### src/inc/nvsc_defines.svh
// Constants for the nonvolatile SRAM host controller
`ifndef NVSC_DEFINES_SVH
`define NVSC_DEFINES_SVH
`define NVSC_ADDR_W        13
`define NVSC_DATA_W        8
`define NVSC_SEQ0          13'h0000
`define NVSC_SEQ1          13'h1555
`define NVSC_SEQ2          13'h0AAA
`define NVSC_SEQ3          13'h1FFF
`define NVSC_SEQ4          13'h10F0
`define NVSC_SEQ_SAVE      13'h0F0F
`define NVSC_SEQ_RESTORE   13'h0F0E
`define NVSC_CLK_NS        100
`define NVSC_ACCESS_NS     200
`define NVSC_ACCESS_CYC    ((`NVSC_ACCESS_NS + `NVSC_CLK_NS - 1) / `NVSC_CLK_NS)
`define NVSC_RESTORE_US    20
`define NVSC_RESTORE_CYC   ((`NVSC_RESTORE_US * 1000 + `NVSC_CLK_NS - 1) / `NVSC_CLK_NS)
`define NVSC_SAVE_MS       10
`define NVSC_SAVE_CYC      ((`NVSC_SAVE_MS * 1000000 + `NVSC_CLK_NS - 1) / `NVSC_CLK_NS)
`endif

### src/inc/nvsc_pkg.sv
// Types for the nonvolatile SRAM host controller
package nvsc_pkg;
    typedef enum logic [1:0] {
        NVSC_OP_READ    = 2'h0,
        NVSC_OP_WRITE   = 2'h1,
        NVSC_OP_SAVE    = 2'h2,
        NVSC_OP_RESTORE = 2'h3
    } nvsc_op_t;

    typedef struct packed {
        nvsc_op_t    op;
        logic [12:0] addr;
        logic [7:0]  wdata;
    } nvsc_req_t;

    typedef enum logic [2:0] {
        NVSC_IDLE  = 3'b000,
        NVSC_SETUP = 3'b001,
        NVSC_PULSE = 3'b011,
        NVSC_HOLD  = 3'b010,
        NVSC_WAIT  = 3'b110
    } nvsc_state_t;
endpackage

### src/core/nvsc_host.sv
// Host controller driving an asynchronous nonvolatile SRAM through its pins
//
// Contract
// - Host holds address stable throughout the whole write.
// - Host keeps output drive high throughout every write.
// - Save follows six select-controlled reads ending at 0x0F0F.
// - Restore follows same five reads then a read at 0x0F0E.
// - Host steps sequences with reads only, never writes.
// - Host keeps strobe or select high as power-up restore ends.
// - Host holds write strobe high across all six sequence reads.
`timescale 1ns/1ps
`include "nvsc_defines.svh"

module nvsc_host #(
    parameter int SAVE_CYC    = `NVSC_SAVE_CYC,
    parameter int RESTORE_CYC = `NVSC_RESTORE_CYC
) (
    input  wire logic              clk_i,
    input  wire logic              rstn_i,
    input  wire nvsc_pkg::nvsc_req_t req_i,
    input  wire logic              req_valid_i,
    output logic                   req_ready_o,
    output logic [7:0]             rdata_o,
    output logic                   done_o,
    output logic [12:0]            addr_lines_o,
    output logic [7:0]             data_lines_o,
    output logic                   data_lines_oe_o,
    input  wire logic [7:0]        data_lines_i,
    output logic                   part_on_n_o,
    output logic                   write_strobe_n_o,
    output logic                   output_drive_n_o
);
    localparam int ACC_CYC = `NVSC_ACCESS_CYC;
    localparam int CNT_W   = $clog2(SAVE_CYC + 1) + 1;

    nvsc_pkg::nvsc_state_t state;
    nvsc_pkg::nvsc_req_t   cur;
    logic [CNT_W-1:0]      cnt;
    logic [2:0]            step;
    logic                  seq_mode;
    logic [7:0]            data_s1;
    logic [7:0]            data_s2;
    logic [12:0]           step_addr;

    // Sequence address table, last step depends on save or restore
    always_comb begin
        case (step)
            3'h0:    step_addr = `NVSC_SEQ0;
            3'h1:    step_addr = `NVSC_SEQ1;
            3'h2:    step_addr = `NVSC_SEQ2;
            3'h3:    step_addr = `NVSC_SEQ3;
            3'h4:    step_addr = `NVSC_SEQ4;
            default: step_addr = (cur.op == nvsc_pkg::NVSC_OP_SAVE) ?
                                 `NVSC_SEQ_SAVE : `NVSC_SEQ_RESTORE;
        endcase
    end

    // Two-flop synchroniser on the returning data lines
    always_ff @(posedge clk_i or negedge rstn_i) begin
        if (!rstn_i) begin
            data_s1 <= 8'h00;
            data_s2 <= 8'h00;
        end else begin
            data_s1 <= data_lines_i;
            data_s2 <= data_s1;
        end
    end

    // Cycle sequencer for single accesses and six-read sequences
    always_ff @(posedge clk_i or negedge rstn_i) begin
        if (!rstn_i) begin
            state            <= nvsc_pkg::NVSC_IDLE;
            cur              <= '0;
            cnt              <= '0;
            step             <= 3'h0;
            seq_mode         <= 1'b0;
            req_ready_o      <= 1'b0;
            rdata_o          <= 8'h00;
            done_o           <= 1'b0;
            addr_lines_o     <= 13'h0000;
            data_lines_o     <= 8'h00;
            data_lines_oe_o  <= 1'b0;
            part_on_n_o      <= 1'b1;
            write_strobe_n_o <= 1'b1;
            output_drive_n_o <= 1'b1;
        end else begin
            done_o      <= 1'b0;
            req_ready_o <= 1'b0;
            case (state)
                nvsc_pkg::NVSC_IDLE: begin
                    req_ready_o <= 1'b1;
                    if (req_valid_i && req_ready_o) begin
                        req_ready_o <= 1'b0;
                        cur         <= req_i;
                        seq_mode    <= req_i.op[1];
                        step        <= 3'h0;
                        state       <= nvsc_pkg::NVSC_SETUP;
                    end
                end
                nvsc_pkg::NVSC_SETUP: begin
                    // Address settles while select is high
                    addr_lines_o <= seq_mode ? step_addr : cur.addr;
                    data_lines_o <= cur.wdata;
                    data_lines_oe_o <= (!seq_mode && cur.op == nvsc_pkg::NVSC_OP_WRITE);
                    cnt   <= CNT_W'(ACC_CYC);
                    state <= nvsc_pkg::NVSC_PULSE;
                end
                nvsc_pkg::NVSC_PULSE: begin
                    part_on_n_o <= 1'b0;
                    if (!seq_mode && cur.op == nvsc_pkg::NVSC_OP_WRITE) begin
                        write_strobe_n_o <= 1'b0;
                        output_drive_n_o <= 1'b1;
                    end else begin
                        write_strobe_n_o <= 1'b1;
                        output_drive_n_o <= 1'b0;
                    end
                    if (!part_on_n_o) begin
                        cnt <= cnt - CNT_W'(1);
                        if (cnt == CNT_W'(1)) begin
                            state <= nvsc_pkg::NVSC_HOLD;
                        end
                    end
                end
                nvsc_pkg::NVSC_HOLD: begin
                    // Select, strobe and drive rise together, ending the access on one edge
                    part_on_n_o      <= 1'b1;
                    write_strobe_n_o <= 1'b1;
                    output_drive_n_o <= 1'b1;
                    rdata_o          <= data_s2;
                    if (seq_mode && step != 3'h5) begin
                        step  <= step + 3'h1;
                        state <= nvsc_pkg::NVSC_SETUP;
                    end else if (seq_mode) begin
                        // Device busy; wait out save or restore
                        cnt <= (cur.op == nvsc_pkg::NVSC_OP_SAVE) ?
                               CNT_W'(SAVE_CYC) : CNT_W'(RESTORE_CYC);
                        state <= nvsc_pkg::NVSC_WAIT;
                    end else begin
                        done_o <= 1'b1;
                        state  <= nvsc_pkg::NVSC_IDLE;
                    end
                end
                nvsc_pkg::NVSC_WAIT: begin
                    cnt <= cnt - CNT_W'(1);
                    if (cnt == CNT_W'(1)) begin
                        step     <= 3'h0;
                        seq_mode <= 1'b0;
                        done_o   <= 1'b1;
                        state    <= nvsc_pkg::NVSC_IDLE;
                    end
                end
                default: state <= nvsc_pkg::NVSC_IDLE;
            endcase
        end
    end

    // Host drive overlapping a device read would clash on the data lines
    logic bus_drive_in_read;
    assign bus_drive_in_read = data_lines_oe_o && !output_drive_n_o;

    chk_no_contention: assert property (@(posedge clk_i) disable iff (!rstn_i)
        !bus_drive_in_read)
        else $error("host drives data while device output on");

    chk_write_drive_high: assert property (@(posedge clk_i) disable iff (!rstn_i)
        !write_strobe_n_o |-> output_drive_n_o)
        else $error("drive low during write");

    chk_addr_stable: assert property (@(posedge clk_i) disable iff (!rstn_i)
        (!part_on_n_o && $past(!part_on_n_o)) |-> $stable(addr_lines_o))
        else $error("address moved during access");

    chk_seq_reads_only: assert property (@(posedge clk_i) disable iff (!rstn_i)
        (seq_mode && !part_on_n_o) |-> write_strobe_n_o)
        else $error("write inside a sequence");

    chk_seq_strobe_high: assert property (@(posedge clk_i) disable iff (!rstn_i)
        (seq_mode && state != nvsc_pkg::NVSC_IDLE) |-> write_strobe_n_o)
        else $error("strobe low during sequence");

    chk_seq_first_addr: assert property (@(posedge clk_i) disable iff (!rstn_i)
        (seq_mode && step == 3'h0 && !part_on_n_o) |-> addr_lines_o == `NVSC_SEQ0)
        else $error("sequence not started at zero");

    chk_seq_last_addr: assert property (@(posedge clk_i) disable iff (!rstn_i)
        (seq_mode && step == 3'h5 && !part_on_n_o) |->
        addr_lines_o == ((cur.op == nvsc_pkg::NVSC_OP_SAVE) ? `NVSC_SEQ_SAVE : `NVSC_SEQ_RESTORE))
        else $error("wrong sixth address");

    chk_busy_idle: assert property (@(posedge clk_i) disable iff (!rstn_i)
        state == nvsc_pkg::NVSC_WAIT |-> (part_on_n_o && !req_ready_o))
        else $error("access during save or restore");

    // For a single access, done rises at the same edge that lifts select, so both are seen together
    chk_read_ends: assert property (@(posedge clk_i) disable iff (!rstn_i)
        $rose(part_on_n_o) && !seq_mode |-> done_o)
        else $error("single access did not complete");

    // Pins rest inactive while idle, so a power-up restore never sees a write
    chk_idle_ctl_high: assert property (@(posedge clk_i) disable iff (!rstn_i)
        state == nvsc_pkg::NVSC_IDLE |-> (part_on_n_o && write_strobe_n_o && output_drive_n_o))
        else $error("control pin low while idle");

    // Select stays low for three cycles, one more than the counted access time, then lifts
    chk_select_width: assert property (@(posedge clk_i) disable iff (!rstn_i)
        $fell(part_on_n_o) |-> !part_on_n_o [*3] ##1 part_on_n_o)
        else $error("select low for wrong number of cycles");

    // A write ends with select and strobe lifting on one edge
    chk_write_ends_select: assert property (@(posedge clk_i) disable iff (!rstn_i)
        $rose(write_strobe_n_o) |-> $rose(part_on_n_o))
        else $error("write strobe ended apart from select");
endmodule

### config.mk
export PLATFORM = sky130hd
export DESIGN_NAME = nvsc_host
export DESIGN_NICKNAME = d
export VERILOG_FILES = /design/src/inc/nvsc_pkg.sv /design/src/core/nvsc_host.sv
export VERILOG_INCLUDE_DIRS = /design/src /design/src/inc
export SDC_FILE = /design/constraint.sdc
export NUM_CORES = 1
export LEC_CHECK = 0
export BUFFER_PORTS_ARGS = -buffer_cell sky130_fd_sc_hd__buf_2
export CELL_PAD_IN_SITES_DETAIL_PLACEMENT = 1
export CELL_PAD_IN_SITES_GLOBAL_PLACEMENT = 1
export CORE_MARGIN = 3
export CORE_UTILIZATION = 35
export DETAILED_ROUTE_END_ITERATION = 10
export PLACE_DENSITY = 0.76
export SLEW_MARGIN = 20
export SYNTH_ARGS = -nofsm -noshare
export SYNTH_HDL_FRONTEND = slang
export SYNTH_SLANG_ARGS = --single-unit
### constraint.sdc
create_clock -name clk_i -period 3.1 [get_ports clk_i]
set_clock_uncertainty 0.2 [all_clocks]
set_input_delay 0.155 -clock clk_i [delete_from_list [all_inputs] [get_ports clk_i]]
set_output_delay 0.155 -clock clk_i [all_outputs]
set_load 0.005 [all_outputs]
==> metrics <==
gr usage total=18.0%; Comb power frac=22.2%; Max Buffers Root-to-Sink=2; number of global-route vias before repair=3687; static leakage=2.60 nW; Psw=0.00116 W; P_int=0.00270 W; r2r endpoint=cnt[7]; Cell Area, Synth=4280 µm²; CTS buffer count=9; ANT nets after route=0; DIE AREA=13600 µm²; final setup margin=0.406 ns; core area=11700 µm²; switch share=30.1%; Final Cycle Share=86.9%; worst-path fanout max=13; layout cell share with drive strength beyond 1=26.7%; Area growth syn-to-layout=28.2%; FF-to-FF path depth=7; final wirelength=11.3 mm; crit path time final=2.69 ns; die height=117 µm; Async S/R FF share, synth=100%; Max Clk Rate=371 MHz; Worst Hold Class=in -> async; Syn Area/Cell=10.9 µm²; boundary pin count=69; initial DRC count=140; Ys Warns=0; drt drc=0; Unique masters post-synth=47; Seq pwr share=47.3%; Max Transition Viols Final=0; post-synthesis sequential area ratio=58.0%; outcome=completed; RSZ-0062 raised after global routing=no; WS Path Type=reg -> reg; worst setup path start=step[1]; max_slew headroom=43.5%; post-synth top area share=56.1%; count leader, synth=dfrtp_1; clock power share=30.5%; dominant cell type by area after synthesis=dfrtp_1; MaxCap Viol Count=0; synth cell count leaders=dfrtp_1, nand2_1, nor2_1, mux2_2; Yosys reg bits=99; initial core utilization=36.7%; Wirelength per Cell=17.3 µm; port bufs=68; endpoints failing setup=0; first-pass GRT wire length=18.8 mm; worst skew pair latency=0.35 ns; clock slew at reported path FFs=0.07 ns; crit end category=flop; setup TNS=0 ns; largest net degree at the start of global routing=58; via count=3351; routability cong.=0.806; H-tree depth=3; R2R setup slack=0.41 ns; hpwl dp=7.21 mm; final non-filler cell total=650; peak supply drop=0.000484 V; initial antenna violation count=1; pwr dens=704 nW/µm²; worst path required time=3.14 ns; Post-synth EDFFs=0; Synth Flop Type=dfrtp_1; CTS tree=yes; total grt overflow=0; Reg-to-Reg Start=step[1]; Setup crit start kind=flop; Hold Fails Final Rpt=0; placed cell count=599; Least-Margin Pin Slew=0.844 ns; row cnt=39; Mapped Nets=434; pre-CTS WS=0.458 ns; nets=541; clk root buf=clkbuf_16; Die Wd=117 µm; first drt pass iteration count=4; vias per std cell=5.16; Synth Instances=393; CTS Sinks=99; top cells by area, synth=dfrtp_1, mux2_2, nand2_1, nor2_1, ha_1; worst path arrival time=2.73 ns
-- worst max-delay path, stage by stage (launching register included) --
cell and delay, ns:
dfrtp_1 0.40, inv_1 0.10, ha_1 0.27, and3_1 0.28
nor3_1 0.12, nor2_1 0.70, o21ai_0 0.23, a22o_1 0.28
-- worst max-delay path by stage --
stage / slack (ns) / depth (start not counted) / end
floorplan: 0.90 / 7 / cnt[12]
global placement: 0.64 / 7 / cnt[7]
detailed placement: 0.46 / 7 / cnt[7]
CTS: 0.45 / 7 / cnt[7]
global route: 0.16 / 7 / cnt[7]
finish: 0.41 / 7 / cnt[7]
-- power by group through the flow --
stage | logic, W | registers (W) | clock network, W
finish | 0.000858 | 0.00183 | 0.00118
global route | 0.000976 | 0.00187 | 0.00127
CTS | 0.000871 | 0.00183 | 0.00121
detailed placement | 0.000832 | 0.00184 | 0
global placement | 0.000781 | 0.00182 | 0
floorplan | 0.000466 | 0.00181 | 0
-- stage by stage --
stage,utilization (%),power [W],cell area (µm²),hold slack (ns)
after CTS,47.0,0.00391,5480,0.143
after global routing,47.0,0.00411,5480,0.160
after global placement,41.5,0.00260,4840,-0.0227
after detailed placement,41.5,0.00267,4840,-0.0151
after floorplan,-,0.00227,4280,-0.341
final,47.0,0.00386,5490,0.125
-- repair_timing --
| action | in CTS | in global routing |
|---|---|---|
| hold buffers | 33 | 0 |
| setup buffers | 0 | 0 |
| gates resized for setup | 0 | 0 |
| endpoints found under the hold margin | 75 | 0 |
-- layout make-up --
type / instances / area (µm²)
timing repair buffer: 112 / 768
clock inverter: 4 / 55.1
antenna: 2 / 5.00
clock buffer: 12 / 256
sequential: 99 / 2480
tap: 143 / 179
multi-input combinational: 268 / 1700
inverter: 10 / 37.5
fill: 1264 / 6180
-- registers in the layout, indices dropped and copies added (netlist names) --
signal,count
addr_lines_o,13
cnt,18
cur,23
data_lines_o,8
data_lines_oe_o,1
data_s1,8
data_s2,8
done_o,1
output_drive_n_o,1
part_on_n_o,1
rdata_o,8
req_ready_o,1
seq_mode,1
state,3
step,3
write_strobe_n_o,1
-- cells in the final DEF, fill, tap and decap left out, types with 4 or more instances in the layout --
cell / n
nor3_1: 10
clkbuf_16: 9
mux2_2: 32
o21ai_0: 17
dfrtp_1: 96
xor2_1: 4
nand3_1: 10
o21a_1: 4
o22a_1: 5
inv_1: 9
ha_1: 7
buf_4: 11
dlygate4sd3_1: 33
nand2b_1: 5
nor2_1: 43
a21oi_1: 17
nand2_1: 58
o31ai_1: 11
buf_2: 67
nor2b_1: 4
-- logic make-up after synthesis --
kind of cell / share of synthesized area [%]
buffers and inverters: 2.40
AO/OA/AOI/OAI: 10.8
flip-flops: 58.0
multiplexers: 9.15
AND/OR/NAND/NOR: 16.2
adder cells (fa/ha/maj): 2.05
XOR/XNOR: 1.43
-- layer usage --
metal / GRT usage, % / up-vias / part of all wire (%)
met1: 21.2 / 1682 / 43
met5: 0 / - / 0
li1: - / 1583 / -
met2: 31.2 / 66 / 51
met3: 3.99 / 20 / 3.6
met4: 8.41 / 0 / 2.5
Note: power is estimated with default switching activity, not from simulation.
